**src/selftest_seq_pkg.sv**
```systemverilog
// constants, types and frame layout for the start-up phase sequencer
// assumes one 50 MHz clock and 10-bit two's complement ADC samples
package selftest_seq_pkg;

	// ==========================================================
	// timing
	localparam int CLK_PERIOD_NS = 20;
	localparam int FRAME_PERIOD_NS = 228000;
	localparam int FRAME_CYC = FRAME_PERIOD_NS / CLK_PERIOD_NS;
	localparam longint FAST_UPDATE_MS = 500;
	localparam longint SLOW_UPDATE_MS = 5000;
	localparam longint FAST_UPDATE_CYC = FAST_UPDATE_MS * 64'd1000000 / CLK_PERIOD_NS;
	localparam longint SLOW_UPDATE_CYC = SLOW_UPDATE_MS * 64'd1000000 / CLK_PERIOD_NS;

	// ==========================================================
	// self-test cycle shape and limits
	localparam logic [6:0] SKIP_SAMPLES = 7'h20;
	localparam logic [6:0] LAST_SAMPLE = 7'h5F;
	localparam int AVG_SHIFT = 6;
	localparam logic [2:0] MAX_CYCLES = 3'h6;
	localparam logic [1:0] NEEDED_PASSES = 2'h2;
	localparam logic [9:0] ZERO_DELTA_MAX = 10'h004;

	// ==========================================================
	// auto-zero
	localparam logic [15:0] AZ_SENDS_LAST = 16'hFFFE;
	localparam int FILT_FRAC = 8;
	localparam logic [4:0] FAST_SHIFT = 5'h08;
	localparam logic [4:0] SLOW_SHIFT = 5'h0B;
	localparam logic signed [9:0] ACCEL_MAX = 10'h1D0;

	// ==========================================================
	// transmitted codes
	localparam logic [9:0] OK_CODE10 = 10'h1E7;
	localparam logic [7:0] OK_CODE8 = 8'h7B;
	localparam logic [9:0] ERR_CODE10 = 10'h1F4;
	localparam logic [7:0] ERR_CODE8 = 8'h7D;
	localparam logic [9:0] STERR_CODE10 = 10'h1F7;
	localparam logic [7:0] STERR_CODE8 = 8'h7D;
	localparam logic [9:0] OFSERR_CODE10 = 10'h1F8;
	localparam logic [7:0] OFSERR_CODE8 = 8'h7E;
	localparam logic [9:0] OTPERR_CODE10 = 10'h1F6;
	localparam logic [7:0] OTPERR_CODE8 = 8'h7C;

	// ==========================================================
	// types
	typedef enum logic [3:0] {
		PH_SELFTEST = 4'h1,
		PH_AZINIT = 4'h2,
		PH_NORMAL = 4'h4,
		PH_ERROR = 4'h8
	} phase_t;

	typedef enum logic [3:0] {
		STEP_ZERO1 = 4'h1,
		STEP_STIM = 4'h2,
		STEP_ZERO2 = 4'h4,
		STEP_EVAL = 4'h8
	} step_t;

	typedef struct packed {
		logic stim;
		logic [9:0] word;
	} frame_t;

endpackage

```
**src/phase_sequencer.sv**
```systemverilog
// start-up and run-time phase sequencer of the acceleration sensor
// assumes ADC samples and sync pulses are synchronous to CLK_I
`timescale 1ns/100ps
module phase_sequencer
	import selftest_seq_pkg::*;
#(
	parameter int FRAME_CYCLES = FRAME_CYC,
	parameter int FAST_UPDATE_CYCLES = int'(FAST_UPDATE_CYC),
	parameter int SLOW_UPDATE_CYCLES = int'(SLOW_UPDATE_CYC),
	parameter logic [9:0] RANGE_CODE = 10'h210,
	parameter logic [9:0] DELIM_CODE = 10'h200,
	parameter logic [9:0] OFFSET_LIMIT = 10'h040
) (
	input wire logic CLK_I,
	input wire logic RESETN_I,
	input wire logic ADC_VALID_I,
	input wire logic signed [9:0] ADC_DATA_I,
	input wire logic INTERNAL_SELFTEST_SELECT_I,
	input wire logic FORMAT_SELECT_HIGH_I,
	input wire logic FORMAT_SELECT_LOW_I,
	input wire logic AUTOZERO_EN_I,
	input wire logic STATE_VECTOR_EN_I,
	input wire logic TEN_BIT_I,
	input wire logic SYNC_MODE_I,
	input wire logic SYNC_PULSE_I,
	input wire logic OTP_PARITY_ERR_I,
	input wire logic signed [9:0] OFFSET_MIN_I,
	input wire logic signed [9:0] OFFSET_MAX_I,
	input wire logic signed [9:0] RESPONSE_MIN_I,
	input wire logic signed [9:0] RESPONSE_MAX_I,
	input wire logic TX_READY_I,
	output frame_t TX_FRAME_O,
	output logic TX_VALID_O,
	output logic STIMULUS_FORCE_CONTROL_O,
	output phase_t PHASE_O,
	output logic SELFTEST_ERROR_O,
	output logic signed [9:0] OFFSET_CORRECTION_O
);
	phase_t phase_q;
	step_t step_q;
	logic [6:0] smp_cnt_q;
	logic [2:0] cyc_q;
	logic [1:0] pass_q;
	logic ev_q;
	logic signed [9:0] samp_q;
	logic signed [9:0] z1_q;
	logic signed [9:0] p_q;
	logic signed [9:0] z2_q;
	logic signed [9:0] mean;
	logic avg_done;
	logic avg_add;
	logic pass;
	logic [1:0] pass_sum;
	logic [1:0] err_kind_q;
	logic [13:0] frame_cnt_q;
	logic pend_q;
	logic rng_tgl_q;
	logic [15:0] az_cnt_q;
	logic signed [17:0] filt_q;
	logic [27:0] upd_cnt_q;
	logic upd_now;
	logic fifo_ready;
	logic fifo_valid;
	frame_t fifo_data;
	frame_t push_frame;
	logic sent;
	logic out_load;
	logic signed [10:0] diff_sp;
	logic signed [10:0] diff_zz;
	logic signed [10:0] corr;
	logic signed [9:0] accel;

	// ==========================================================
	// sample capture and averaging
	// only qualified samples are counted or averaged
	always_ff @(posedge CLK_I) begin
		if (!RESETN_I) begin
			samp_q <= '0;
		end else if (ADC_VALID_I) begin
			samp_q <= ADC_DATA_I;
		end
	end

	assign avg_add = ADC_VALID_I && phase_q == PH_SELFTEST && step_q != STEP_EVAL
		&& smp_cnt_q >= SKIP_SAMPLES;

	sample_averager u_avg (
		.clk_i(CLK_I),
		.resetn_i(RESETN_I),
		.clear_i(ADC_VALID_I && smp_cnt_q == 7'h00),
		.add_i(avg_add),
		.last_i(smp_cnt_q == LAST_SAMPLE),
		.sample_i(ADC_DATA_I),
		.done_o(avg_done),
		.mean_o(mean)
	);

	// ==========================================================
	// cycle checks; the zero delta is taken in full 10-bit counts
	always_comb begin
		diff_sp = 11'(p_q) - 11'(z1_q);
		diff_zz = 11'(z1_q) - 11'(z2_q);
		if (diff_zz < 0) begin
			diff_zz = -diff_zz;
		end
		pass = z1_q >= OFFSET_MIN_I && z1_q <= OFFSET_MAX_I
			&& z2_q >= OFFSET_MIN_I && z2_q <= OFFSET_MAX_I
			&& diff_sp >= 11'(RESPONSE_MIN_I) && diff_sp <= 11'(RESPONSE_MAX_I)
			&& diff_zz <= 11'(ZERO_DELTA_MAX);
		pass_sum = pass_q + 2'(pass);
	end

	// step walk: skip 32, average 64, three times, then evaluate
	always_ff @(posedge CLK_I) begin
		if (!RESETN_I) begin
			step_q <= STEP_ZERO1;
			smp_cnt_q <= '0;
		end else if (phase_q != PH_SELFTEST) begin
			step_q <= STEP_ZERO1;
			smp_cnt_q <= '0;
		end else if (ev_q) begin
			step_q <= STEP_ZERO1;
		end else if (ADC_VALID_I && step_q != STEP_EVAL) begin
			if (smp_cnt_q == LAST_SAMPLE) begin
				smp_cnt_q <= '0;
				case (step_q)
					STEP_ZERO1: step_q <= STEP_STIM;
					STEP_STIM: step_q <= STEP_ZERO2;
					STEP_ZERO2: step_q <= STEP_EVAL;
					default: step_q <= STEP_ZERO1;
				endcase
			end else begin
				smp_cnt_q <= smp_cnt_q + 7'h01;
			end
		end
	end

	// stimulus is on for the whole stimulated step, once per cycle
	always_ff @(posedge CLK_I) begin
		if (!RESETN_I) begin
			STIMULUS_FORCE_CONTROL_O <= 1'b0;
		end else begin
			STIMULUS_FORCE_CONTROL_O <= phase_q == PH_SELFTEST && step_q == STEP_STIM
				&& !(ADC_VALID_I && smp_cnt_q == LAST_SAMPLE);
		end
	end

	// averages land one cycle after the step has already moved on
	always_ff @(posedge CLK_I) begin
		if (!RESETN_I) begin
			z1_q <= '0;
			p_q <= '0;
			z2_q <= '0;
			ev_q <= 1'b0;
		end else begin
			ev_q <= avg_done && step_q == STEP_EVAL;
			if (avg_done) begin
				case (step_q)
					STEP_STIM: z1_q <= mean;
					STEP_ZERO2: p_q <= mean;
					STEP_EVAL: z2_q <= mean;
					default: z1_q <= z1_q;
				endcase
			end
		end
	end

	// ==========================================================
	// phase machine; only reset leaves the error phase
	always_ff @(posedge CLK_I) begin
		if (!RESETN_I) begin
			phase_q <= PH_SELFTEST;
			cyc_q <= '0;
			pass_q <= '0;
			err_kind_q <= 2'h0;
			SELFTEST_ERROR_O <= 1'b0;
		end else begin
			case (phase_q)
				PH_SELFTEST: begin
					if (ev_q) begin
						cyc_q <= cyc_q + 3'h1;
						if (!INTERNAL_SELFTEST_SELECT_I) begin
							// external mode never judges itself
							if (cyc_q + 3'h1 == MAX_CYCLES) begin
								phase_q <= PH_AZINIT;
							end
						end else if (pass_sum == NEEDED_PASSES) begin
							phase_q <= PH_AZINIT;
						end else if (cyc_q + 3'h1 == MAX_CYCLES) begin
							phase_q <= PH_ERROR;
							err_kind_q <= 2'h1;
							SELFTEST_ERROR_O <= 1'b1;
						end
						pass_q <= INTERNAL_SELFTEST_SELECT_I ? pass_sum : pass_q;
					end
				end
				PH_AZINIT: begin
					if (OTP_PARITY_ERR_I) begin
						phase_q <= PH_ERROR;
						err_kind_q <= 2'h3;
					end else if (!AUTOZERO_EN_I) begin
						phase_q <= PH_NORMAL;
					end else if (sent && az_cnt_q == AZ_SENDS_LAST) begin
						phase_q <= PH_NORMAL;
					end
				end
				PH_NORMAL: begin
					if (OTP_PARITY_ERR_I) begin
						phase_q <= PH_ERROR;
						err_kind_q <= 2'h3;
					end else if (upd_now && (OFFSET_CORRECTION_O > $signed(OFFSET_LIMIT)
						|| OFFSET_CORRECTION_O < -$signed(OFFSET_LIMIT))) begin
						phase_q <= PH_ERROR;
						err_kind_q <= 2'h2;
					end
				end
				PH_ERROR: phase_q <= PH_ERROR;
				default: phase_q <= PH_ERROR;
			endcase
		end
	end

	always_ff @(posedge CLK_I) begin
		if (!RESETN_I) begin
			PHASE_O <= PH_SELFTEST;
		end else begin
			PHASE_O <= phase_q;
		end
	end

	// ==========================================================
	// auto-zero: one-pole low-pass, slew-limited to one count per update
	always_ff @(posedge CLK_I) begin
		if (!RESETN_I) begin
			az_cnt_q <= '0;
		end else if (phase_q == PH_AZINIT && sent) begin
			az_cnt_q <= az_cnt_q + 16'h0001;
		end
	end

	always_ff @(posedge CLK_I) begin
		if (!RESETN_I) begin
			upd_cnt_q <= '0;
		end else if (upd_now || phase_q == PH_SELFTEST) begin
			upd_cnt_q <= '0;
		end else begin
			upd_cnt_q <= upd_cnt_q + 28'h0000001;
		end
	end

	// half second while initialising, five seconds afterwards
	assign upd_now = (phase_q == PH_AZINIT
		&& upd_cnt_q == 28'(FAST_UPDATE_CYCLES - 1))
		|| (phase_q == PH_NORMAL
		&& upd_cnt_q == 28'(SLOW_UPDATE_CYCLES - 1));

	always_ff @(posedge CLK_I) begin
		if (!RESETN_I) begin
			filt_q <= '0;
			OFFSET_CORRECTION_O <= '0;
		end else if (phase_q == PH_SELFTEST) begin
			// seed both filter and offset from the last zero average
			filt_q <= {z2_q, 8'h00};
			OFFSET_CORRECTION_O <= z2_q;
		end else if (AUTOZERO_EN_I && phase_q != PH_ERROR) begin
			if (ADC_VALID_I) begin
				filt_q <= filt_q + 18'(($signed({samp_q, 8'h00}) - filt_q)
					>>> (phase_q == PH_AZINIT ? FAST_SHIFT : SLOW_SHIFT));
			end
			// a bare part-select is unsigned; negative offsets would compare wrong
			if (upd_now && $signed(filt_q[17:FILT_FRAC]) > OFFSET_CORRECTION_O) begin
				OFFSET_CORRECTION_O <= OFFSET_CORRECTION_O + 10'sd1;
			end else if (upd_now && $signed(filt_q[17:FILT_FRAC]) < OFFSET_CORRECTION_O) begin
				OFFSET_CORRECTION_O <= OFFSET_CORRECTION_O - 10'sd1;
			end
		end
	end

	// ==========================================================
	// frame pacing: fixed period, or one frame per sync pulse
	always_ff @(posedge CLK_I) begin
		if (!RESETN_I) begin
			frame_cnt_q <= '0;
			pend_q <= 1'b0;
			rng_tgl_q <= 1'b0;
		end else begin
			if (SYNC_MODE_I || frame_cnt_q == 14'(FRAME_CYCLES - 1)) begin
				frame_cnt_q <= '0;
			end else begin
				frame_cnt_q <= frame_cnt_q + 14'h0001;
			end
			// a frame waits in pend_q while the buffer is full
			if ((SYNC_MODE_I && SYNC_PULSE_I)
				|| (!SYNC_MODE_I && frame_cnt_q == 14'(FRAME_CYCLES - 1))) begin
				pend_q <= 1'b1;
			end else if (sent) begin
				pend_q <= 1'b0;
			end
			if (sent) begin
				rng_tgl_q <= !rng_tgl_q;
			end
		end
	end

	assign sent = pend_q && fifo_ready;

	// frame content per phase
	always_comb begin
		corr = 11'(samp_q) - 11'(OFFSET_CORRECTION_O);
		if (corr > 11'(ACCEL_MAX)) begin
			corr = 11'(ACCEL_MAX);
		end else if (corr < -11'(ACCEL_MAX)) begin
			corr = -11'(ACCEL_MAX);
		end
		accel = (AUTOZERO_EN_I && phase_q != PH_SELFTEST) ? corr[9:0] : samp_q;
		push_frame.stim = STIMULUS_FORCE_CONTROL_O && STATE_VECTOR_EN_I;
		push_frame.word = TEN_BIT_I ? accel : {2'b00, accel[9:2]};
		if (phase_q == PH_SELFTEST && INTERNAL_SELFTEST_SELECT_I) begin
			case ({FORMAT_SELECT_HIGH_I, FORMAT_SELECT_LOW_I})
				2'b01: push_frame.word = rng_tgl_q ? DELIM_CODE : RANGE_CODE;
				2'b10: push_frame.word = DELIM_CODE;
				default: push_frame.word = TEN_BIT_I ? OK_CODE10 : {2'b00, OK_CODE8};
			endcase
		end else if (phase_q == PH_ERROR) begin
			if (!STATE_VECTOR_EN_I) begin
				push_frame.word = TEN_BIT_I ? ERR_CODE10 : {2'b00, ERR_CODE8};
			end else begin
				case (err_kind_q)
					2'h1: push_frame.word = TEN_BIT_I ? STERR_CODE10 : {2'b00, STERR_CODE8};
					2'h2: push_frame.word = TEN_BIT_I ? OFSERR_CODE10 : {2'b00, OFSERR_CODE8};
					default: push_frame.word = TEN_BIT_I ? OTPERR_CODE10 : {2'b00, OTPERR_CODE8};
				endcase
			end
		end
	end

	frame_fifo #(
		.WIDTH($bits(frame_t)),
		.DEPTH(32)
	) u_fifo (
		.clk_i(CLK_I),
		.resetn_i(RESETN_I),
		.in_valid_i(pend_q),
		.in_ready_o(fifo_ready),
		.in_data_i(push_frame),
		.out_valid_o(fifo_valid),
		.out_ready_i(out_load),
		.out_data_o(fifo_data)
	);

	// output register keeps the transmitter ports straight from flops
	assign out_load = !TX_VALID_O || TX_READY_I;

	always_ff @(posedge CLK_I) begin
		if (!RESETN_I) begin
			TX_VALID_O <= 1'b0;
			TX_FRAME_O <= '0;
		end else if (out_load) begin
			TX_VALID_O <= fifo_valid;
			// an empty buffer's read port shows unwritten storage; keep the last frame
			if (fifo_valid) begin
				TX_FRAME_O <= fifo_data;
			end
		end
	end

	// ==========================================================
	// assertions
	a_stim_in_step: assert property (@(posedge CLK_I) disable iff (!RESETN_I)
		STIMULUS_FORCE_CONTROL_O |-> $past(step_q) == STEP_STIM)
		else $error("stimulus outside stimulated step");
	a_error_sticky: assert property (@(posedge CLK_I) disable iff (!RESETN_I)
		phase_q == PH_ERROR |=> phase_q == PH_ERROR)
		else $error("error phase left without reset");
	a_az_skip: assert property (@(posedge CLK_I) disable iff (!RESETN_I)
		phase_q == PH_AZINIT && !AUTOZERO_EN_I && !OTP_PARITY_ERR_I |=> phase_q == PH_NORMAL)
		else $error("disabled auto-zero did not skip init");
	a_common_code: assert property (@(posedge CLK_I) disable iff (!RESETN_I)
		sent && phase_q == PH_ERROR && !STATE_VECTOR_EN_I && TEN_BIT_I
		|-> push_frame.word == ERR_CODE10)
		else $error("wrong common error code");
	a_two_passes: assert property (@(posedge CLK_I) disable iff (!RESETN_I)
		ev_q && phase_q == PH_SELFTEST && INTERNAL_SELFTEST_SELECT_I && pass_sum == 2'h2
		|=> phase_q == PH_AZINIT)
		else $error("second pass did not end self-test");
	a_fail_error: assert property (@(posedge CLK_I) disable iff (!RESETN_I)
		$rose(SELFTEST_ERROR_O) |-> pass_q < 2'h2 && cyc_q == 3'h6)
		else $error("self-test error with enough passes");
	a_cycle_cap: assert property (@(posedge CLK_I) disable iff (!RESETN_I)
		cyc_q <= 3'h6)
		else $error("more than six self-test cycles");
	a_az_length: assert property (@(posedge CLK_I) disable iff (!RESETN_I)
		phase_q == PH_AZINIT && AUTOZERO_EN_I && !OTP_PARITY_ERR_I ##1 phase_q == PH_NORMAL
		|-> az_cnt_q == 16'hFFFF)
		else $error("init ended at wrong send count");
	a_seed_offset: assert property (@(posedge CLK_I) disable iff (!RESETN_I)
		$past(phase_q) == PH_SELFTEST && phase_q == PH_AZINIT
		|-> OFFSET_CORRECTION_O == $past(z2_q))
		else $error("offset not seeded from last zero average");
	c_reach_normal: cover property (@(posedge CLK_I) disable iff (!RESETN_I)
		phase_q == PH_NORMAL && sent);
	c_reach_error: cover property (@(posedge CLK_I) disable iff (!RESETN_I)
		phase_q == PH_ERROR && sent);
	c_fail_then_pass: cover property (@(posedge CLK_I) disable iff (!RESETN_I)
		ev_q && !pass ##[1:1000] ev_q && pass);
	c_fifo_full: cover property (@(posedge CLK_I) disable iff (!RESETN_I)
		pend_q && !fifo_ready);
endmodule

```
**src/frame_fifo.sv**
```systemverilog
// first-in first-out buffer for outgoing frames
// assumes a single clock and a synchronous active-low reset
`timescale 1ns/100ps
module frame_fifo #(
	parameter int WIDTH = 11,
	parameter int DEPTH = 32
) (
	input wire logic clk_i,
	input wire logic resetn_i,
	input wire logic in_valid_i,
	output logic in_ready_o,
	input wire logic [WIDTH-1:0] in_data_i,
	output logic out_valid_o,
	input wire logic out_ready_i,
	output logic [WIDTH-1:0] out_data_o
);
	localparam int AW = $clog2(DEPTH);

	logic [WIDTH-1:0] mem [DEPTH];
	logic [AW-1:0] wr_q;
	logic [AW-1:0] rd_q;
	logic [AW:0] cnt_q;
	logic push;
	logic pop;

	// ==========================================================
	// handshakes; full and empty come from the fill count
	assign in_ready_o = (cnt_q != (AW+1)'(DEPTH));
	assign out_valid_o = (cnt_q != '0);
	assign push = in_valid_i && in_ready_o;
	assign pop = out_valid_o && out_ready_i;
	assign out_data_o = mem[rd_q];

	// storage has no reset, only the pointers and fill count do
	always_ff @(posedge clk_i) begin
		if (push) begin
			mem[wr_q] <= in_data_i;
		end
	end

	// pointers and fill count
	always_ff @(posedge clk_i) begin
		if (!resetn_i) begin
			wr_q <= '0;
			rd_q <= '0;
			cnt_q <= '0;
		end else begin
			if (push) begin
				wr_q <= wr_q + 1'b1;
			end
			if (pop) begin
				rd_q <= rd_q + 1'b1;
			end
			cnt_q <= cnt_q + (AW+1)'(push) - (AW+1)'(pop);
		end
	end
endmodule

```
**src/sample_averager.sv**
```systemverilog
// accumulates 64 signed samples and presents their mean
// assumes the caller clears it before the first sample of a window
`timescale 1ns/100ps
module sample_averager
	import selftest_seq_pkg::*;
(
	input wire logic clk_i,
	input wire logic resetn_i,
	input wire logic clear_i,
	input wire logic add_i,
	input wire logic last_i,
	input wire logic signed [9:0] sample_i,
	output logic done_o,
	output logic signed [9:0] mean_o
);
	logic signed [15:0] acc_q;

	// ==========================================================
	// sum of 64 ten-bit values fits 16 bits; mean is a plain shift
	always_ff @(posedge clk_i) begin
		if (!resetn_i) begin
			acc_q <= '0;
		end else if (clear_i) begin
			acc_q <= '0;
		end else if (add_i) begin
			acc_q <= acc_q + 16'(sample_i);
		end
	end

	// done marks the cycle the mean holds the whole window
	always_ff @(posedge clk_i) begin
		if (!resetn_i) begin
			done_o <= 1'b0;
		end else begin
			done_o <= add_i && last_i;
		end
	end

	assign mean_o = acc_q[AVG_SHIFT+9:AVG_SHIFT];
endmodule

```
**config.mk**
```make
export PLATFORM = sky130hd
export DESIGN_NAME = phase_sequencer
export DESIGN_NICKNAME = d
export VERILOG_FILES = /design/src/selftest_seq_pkg.sv /design/src/phase_sequencer.sv /design/src/frame_fifo.sv /design/src/sample_averager.sv
export SDC_FILE = /design/constraint.sdc
export NUM_CORES = 1
export LEC_CHECK = 0
export BUFFER_PORTS_ARGS = -buffer_cell sky130_fd_sc_hd__buf_2
export CAP_MARGIN = 10
export CORE_UTILIZATION = 57
export CTS_CLUSTER_DIAMETER = 50
export DETAILED_ROUTE_END_ITERATION = 16
export GPL_TIMING_DRIVEN = 1
export PLACE_DENSITY_LB_ADDON = 0.15
export REMOVE_ABC_BUFFERS = 1
export SLEW_MARGIN = 15
export SYNTH_ARGS = -nofsm -noshare
export SYNTH_HDL_FRONTEND = slang
export SYNTH_SLANG_ARGS = --single-unit
export TNS_END_PERCENT = 10
```
**constraint.sdc**
```tcl
create_clock -name CLK_I -period 4.65 [get_ports CLK_I]
set_input_delay 0.6975 -clock CLK_I [delete_from_list [all_inputs] [get_ports CLK_I]]
set_output_delay 0.6975 -clock CLK_I [all_outputs]
set_load 0.1 [all_outputs]
```
* After elaboration in Yosys (flattened, before gate mapping) *
Memories as Yosys holds them, arrays and structs flattened. A register that Yosys moved wholly into a read port is not among the register bits.
Index checks and enable logic that the tools add are counted.

word-level totals
  memories kept = 1
  memory bits (writable) = 352
  bits of input ports = 63
  logic and storage cells = 217
  register bits after elaboration = 191
  output and inout bits = 28

cells by class
  bitwise logic cells = 3
  equal/unequal tests = 32
  multiplexer cells = 49
  reductions and logical operators = 69
  add/subtract/negate cells = 19
  $lt $le $gt $ge = 15
  shift-type cells = 1

memories
  name        depth  bits a word  rd ports  clocked after memory_dff  wr ports  RTL line          source
  u_fifo.mem  32     11           1         1                         1         frame_fifo.sv:19  logic [WIDTH-1:0] mem [DEPTH];

operators by type and width
  kind                     count
  $mux W10                 10
  $mux W18                 3
  $mux W9                  6
  $mux W4                  10
  $sub A10 B10 Y11         3
  $logic_and A1 B1 Y1      31
  $add A28 B1 Y28 const B  1
  $eq A28 B25 Y1 const B   1
  $eq A28 B28 Y1 const B   1
  $pmux W4 S3              2
  $ge A10 B10 Y1           2
  $le A10 B10 Y1           2
  $pmux W10 S2             1
  $reduce_and A2 Y1        10
  $add A18 B18 Y18         1
  $pmux W9 S2              1
  $sshr A18 B4 Y18         1
  $sub A18 B18 Y18         1
  $add A16 B1 Y16 const B  1
  $add A16 B10 Y16         1
  $eq A16 B16 Y1 const B   1
  $mux W2                  8
  $add A14 B1 Y14 const B  1
  $eq A14 B14 Y1 const B   1
  50 further kinds         88

* Longest topological paths before layout *
  word-level depth = 13
  mapped depth = 30
  gate-level depth less buffers = 30

* Hierarchy *
Synthesis repeated with hierarchy kept, for this count alone.

unflattened totals
  cell total of the unflattened synthesis = 2483
  area, all modules = 28253.3 um^2

by module, submodules not included
  module           area each (um^2)  seq. area each (um^2)  cells each  instances
  frame_fifo       14644.0           10990.5                784         1
  phase_sequencer  12254.3           3383.2                 1543        1
  sample_averager  1355.0            340.3                  156         1

* Worst setup path before layout *
Ideal clock, no wire load.

  kind = register -> register
  start point = register OFFSET_CORRECTION_O[1]
  end point = memory u_fifo.mem[0][5], data pin
  stages on the path, launching flop included = 13
  path buffers = 1
  setup time = 467 ps
  clock period less this slack = 5061 ps
  slack = -411 ps
  required time = 4183 ps
  data arrival time = 4594 ps
  path through = dfxtp_1 inv_1 ha_1 nor2b_1 o31a_1 o21ai_1 a31o_2 xor2_1 clkbuf_1 a21oi_1 o21ai_0 a21oi_1 a211oi_1

RTL lines
  item                    RTL line                source
  start, declared         phase_sequencer.sv:37   output logic signed [9:0] OFFSET_CORRECTION_O
  start signal, assigned  phase_sequencer.sv:264  OFFSET_CORRECTION_O <= z2_q;
  start signal, assigned  phase_sequencer.sv:272  OFFSET_CORRECTION_O <= OFFSET_CORRECTION_O + 10'sd1;
  start signal, assigned  phase_sequencer.sv:274  OFFSET_CORRECTION_O <= OFFSET_CORRECTION_O - 10'sd1;
  end, declared           frame_fifo.sv:19

* Final worst setup path *
  start point = register z1_q[1]
  end point = register err_kind_q[0]

on the way
  longest elaborated chain between the ends = 11
  elaborated cells between the ends (all ways) = 20
  those cells by class = 4 x add/sub; 6 x order compare; 2 x eq/ne; 1 x mux; 7 x reduce/logical

ends and longest elaborated chain
  item                                                      RTL line                source
  start, declared                                           phase_sequencer.sv:46   logic signed [9:0] z1_q;
  start signal, assigned                                    phase_sequencer.sv:159  STEP_STIM: z1_q <= mean;
  start signal, assigned                                    phase_sequencer.sv:162  default: z1_q <= z1_q;
  branches (longest 6 deep; another with $sub A10 B10 Y11)  n/a
  $logic_and A1 B1 Y1 *                                     phase_sequencer.sv:109  && diff_zz <= 11'(ZERO_DELTA_MAX);
  $add A2 B1 Y2 *                                           phase_sequencer.sv:110  pass_sum = pass_q + 2'(pass);
  $eq A2 B2 Y1 *                                            phase_sequencer.sv:187  end else if (pass_sum == NEEDED_PASSES) begin
  $ne A2 B2 Y1 (no line) *                                  n/a
  $reduce_and A7 Y1 (no line) *                             n/a
  end signal, assigned                                      phase_sequencer.sv:191  err_kind_q <= 2'h1;
  end signal, assigned                                      phase_sequencer.sv:200  err_kind_q <= 2'h3;
  end signal, assigned                                      phase_sequencer.sv:210  err_kind_q <= 2'h3;
  end, declared                                             phase_sequencer.sv:54   logic [1:0] err_kind_q;

Every way passes the cells marked *.
A chain may end at the register's enable or synchronous reset.

==> results.txt <==
----------------------------------------------------
[Synth]
  Post-Syn Area ... between 20,000 and 30,000 um2
  Part of the Yosys area used for sequential elements ... between 50% and 60%
  Area share of the largest cell type after synthesis ... 38.0%
  Dominant cell type by area after synthesis ... sky130_fd_sc_hd__edfxtp_1
  Instance count of the mapped netlist ... approximately 2,300
  Number of synthesized register bits ... ~550
  Most numerous cell types in the synthesized netlist ... sky130_fd_sc_hd__edfxtp_1, sky130_fd_sc_hd__nor2_1, sky130_fd_sc_hd__dfxtp_1
  Synth unique cells ... 83
  Area contributors post-synth ... sky130_fd_sc_hd__edfxtp_1, sky130_fd_sc_hd__dfxtp_1, sky130_fd_sc_hd__mux4_2
  Avg Inst Size Synth ... 11.9 um2
  Count of yosys warnings during synthesis ... 0
  Count of flip-flops with a built-in enable after synthesis ... about 350
  Async set-reset flop share out of synthesis ... 0%
  Most common cell in the netlist ... sky130_fd_sc_hd__edfxtp_1
  Top FF cell, synth ... sky130_fd_sc_hd__edfxtp_1

[Die]
  X dimension of the die ... 223 um
  Die boundary height ... 223 um
  Die area ... approximately 50,000 um2
  Core area ... between 40,000 and 50,000 um2
  Effective utilization at floorplan ... between 50% and 60%
  Top-level I/O count ... between 90 and 100
  Placement Rows ... 80

[Global route]
  Global route overflow ... 0
  Number of antenna violations at the first check in global routing ... 1
  First-pass GRT wire length ... around 100,000 um
  Overall Global Routing Usage ... 26.6%
  Maximum number of pins on one net before global-route repair ... 67
  Number of global-route vias before repair ... 18,900

[Outcome]
  Result of the run ... finished, violations left
  Failing checks ... setup timing

[Setup path]
  Start point of the critical path ... z1_q[1]
  Worst-case register-to-register setup slack ... -0.30 ns
  Reg-to-reg startpoint ... z1_q[1]
  Worst Path Arrival ... between 5 and 6 ns
  CP Class ... reg2reg
  Critical path endpoint category ... flip-flop
  Critical path fanouts, max ... 4
  Critical Path Start Type ... flip-flop
  R2R Path End ... err_kind_q[0]
  Required time worst endpoint ... around 5.2 ns
  End point of the critical path ... err_kind_q[0]
  Depth of the worst register-to-register path ... 26

[Min path]
  Worst hold path startpoint ... SYNC_PULSE_I
  Path type of the worst min-delay path ... in2reg

[STA]
  Worst Setup Slack, final ... -0.298 ns
  Fin crit period ... just under 5 ns
  Summed negative setup slack over all endpoints ... -1.54 ns
  Highest clock rate ... between 200 and 250 MHz
  Period utilisation layout ... 106%
  Final setup vio count ... 7
  Worst Hold Slack ... just over 0.3 ns
  Max-slew violation total from the final report ... 0
  Setup repair after global routing missed its margin ... true
  Slew at the pin with the worst max-slew slack ... around 1.2 ns
  Final Skew ... ~0.064 ns
  Worst-case headroom to the max-slew limit ... 21.8%
  Final hold vios ... 0

[Detailed routing]
  Count of nets left with antenna violations after detail routing ... 0
  # DRC ... 0
  Per-cell via count in the routed design ... 6.08
  Total number of vias ... a little under 20,000
  Number of DRC violations after detailed-routing iteration 0 ... 1,590
  Routed wirelength normalized by instance count ... approximately 21 um
  WL final ... 66,100 um
  Number of detailed-route iterations in the first pass ... 6

[Clock network]
  Clock tree root buffer cell ... sky130_fd_sc_hd__clkbuf_16
  CTS tree ... yes
  Deepest clock path buffer count ... 3
  CTS Buf Count ... 61
  Htree depth ... 2
  Clock input transition at the sequential cells of the worst setup and hold paths ... roughly 0.06 ns
  Total clock sinks ... 554
  Worst skew pair latency ... roughly 0.66 ns

[Final layout]
  NumNets Final ... approximately 2,800
  Area occupied by multi-input gates ... ~13,000 um2
  Number of filler cells placed in the layout ... between 3,000 and 4,000
  Sequential standard cell area ... around 15,000 um2
  Synth-to-layout area growth ... 14.8%
  Antenna Diode Count ... 0
  Fraction of final layout cells with drive strength greater than 1 ... 18.4%

[Job]
  Max-cap check violation count ... 0

[Pwr]
  Static Leak ... roughly 12 nW
  Power density of the placed cells ... approximately 440 nW/um2
  Peak supply drop ... between 0.0002 and 0.0003 V

[Placed design]
  Count of input and output buffers ... 90
  Routability congestion estimate ... about 0.88
  Setup WS pre-CTS ... -1.06 ns
  DPL Wire Length ... between 40,000 and 50,000 um

----------------------------------------------------
[logic make-up (layout without fill, tap and decap cells)]
| family | count (synthesis) | count (layout) | synth area share, % |
|---|---|---|---|
| DFF | 554 | 554 | 52.6 |
| adders and majority gates | 187 | 187 | 8.58 |
| muxes | 150 | 150 | 10.4 |
| AOI/OAI and AO/OA | 406 | 406 | 9.55 |
| xor gates and xnor gates | 119 | 119 | 3.75 |
| buffers and inverters | 225 | 456 | 3.09 |
| and+or+nand+nor | 698 | 698 | 12.1 |
[layout make-up]
class	instances	area share, %
clock inverters	39	1.52
repair buffers	205	4.17
well taps	615	2.41
clock buffers	74	5.00
multi-input cells	1560	39.4
inverters	138	1.64
flip-flops and latches	554	45.9
[registers in the layout, summed over array words and instances, names as in the netlist, 11 cells and up]
| register | count |
|---|---|
| TX_FRAME_O | 11 |
| az_cnt_q | 16 |
| filt_q | 18 |
| frame_cnt_q | 14 |
| u_avg.acc_q | 16 |
| u_fifo.mem | 352 |
| upd_cnt_q | 28 |
[through the flow]
stage                     cell area [um2]  std cells  total power [mW]  util, %
after floorplan                     27400       2252              8.29        -
after global placement              29500       3060              9.00     61.6
after detailed placement            29500       3060              9.10     61.6
after CTS                           31800       3180              14.1     66.3
after global routing                31900       3185              14.5     66.5
final                               31900       3185              14.0     66.5
[per-layer routing]
layer	track usage, %	wire length, um	vias to the layer above
li1	-	-	9101
met1	34.4	27400	9526
met2	45.2	32700	599
met3	3.77	3680	144
met4	10.8	2330	2
met5	0	7	-
[repair_timing]
action | CTS | global route
setup endpoints to repair | 10 | 15
pin swaps | 28 | 25
hold buffers | 0 | 0
resized for setup | 35 | 17
buffers inserted | 7 | 4
[report_power, final]
group          total (mW)  switching [mW]  internal (mW)
logic                3.35            1.93           1.42
clock network        4.92            2.01           2.91
registers            5.71           0.234           5.47
[layout by cell type, fill, tap and decap left out, drive strengths merged, types with 26 or more instances in the layout]
master	count
mux4	110
inv	142
xnor2	57
a21o	31
nand3	81
ha	177
o21ai	62
nor3	36
a21oi	126
mux2i	40
a211oi	37
nand2	157
and3	26
dfxtp	202
nor2	231
edfxtp	352
xor2	62
buf	205
nand4	27
clkbuf	74
nor2b	26
[critical path: stages (launching register included)]
cell                        delay [ns]
sky130_fd_sc_hd__dfxtp_2          0.35
sky130_fd_sc_hd__inv_4            0.05
sky130_fd_sc_hd__ha_4             0.25
sky130_fd_sc_hd__nor2b_4          0.13
sky130_fd_sc_hd__o21ai_2          0.08
sky130_fd_sc_hd__a21boi_2         0.14
sky130_fd_sc_hd__o21ai_1          0.10
sky130_fd_sc_hd__a21boi_1         0.18
sky130_fd_sc_hd__o21ai_1          0.13
sky130_fd_sc_hd__a21boi_2         0.18
sky130_fd_sc_hd__mux2i_1          0.21
sky130_fd_sc_hd__nand2_1          0.10
sky130_fd_sc_hd__ha_1             0.30
sky130_fd_sc_hd__nand4_1          0.06
sky130_fd_sc_hd__or3_1            0.39
sky130_fd_sc_hd__a311oi_2         0.32
sky130_fd_sc_hd__o221ai_1         0.18
sky130_fd_sc_hd__nor4_1           0.30
sky130_fd_sc_hd__o2111a_2         0.30
sky130_fd_sc_hd__ha_4             0.17
sky130_fd_sc_hd__xnor2_4          0.13
sky130_fd_sc_hd__nor2_4           0.07
sky130_fd_sc_hd__inv_1            0.07
sky130_fd_sc_hd__a21oi_2          0.07
sky130_fd_sc_hd__nor2_2           0.16
sky130_fd_sc_hd__o2111ai_4        0.15
sky130_fd_sc_hd__a211oi_1         0.24
[worst min path at each step]
| stage | depth (start not counted) | slack [ns] | end |
|---|---|---|---|
| CTS | 3 | 0.28 | pend_q |
| detailed placement | 1 | 0.43 | upd_cnt_q[0] |
| floorplan | 1 | 0.41 | upd_cnt_q[0] |
| global placement | 1 | 0.42 | frame_cnt_q[0] |
| global route | 3 | 0.31 | pend_q |
| finish | 3 | 0.31 | pend_q |
No activity file was read; power rests on OpenSTA's default activity.
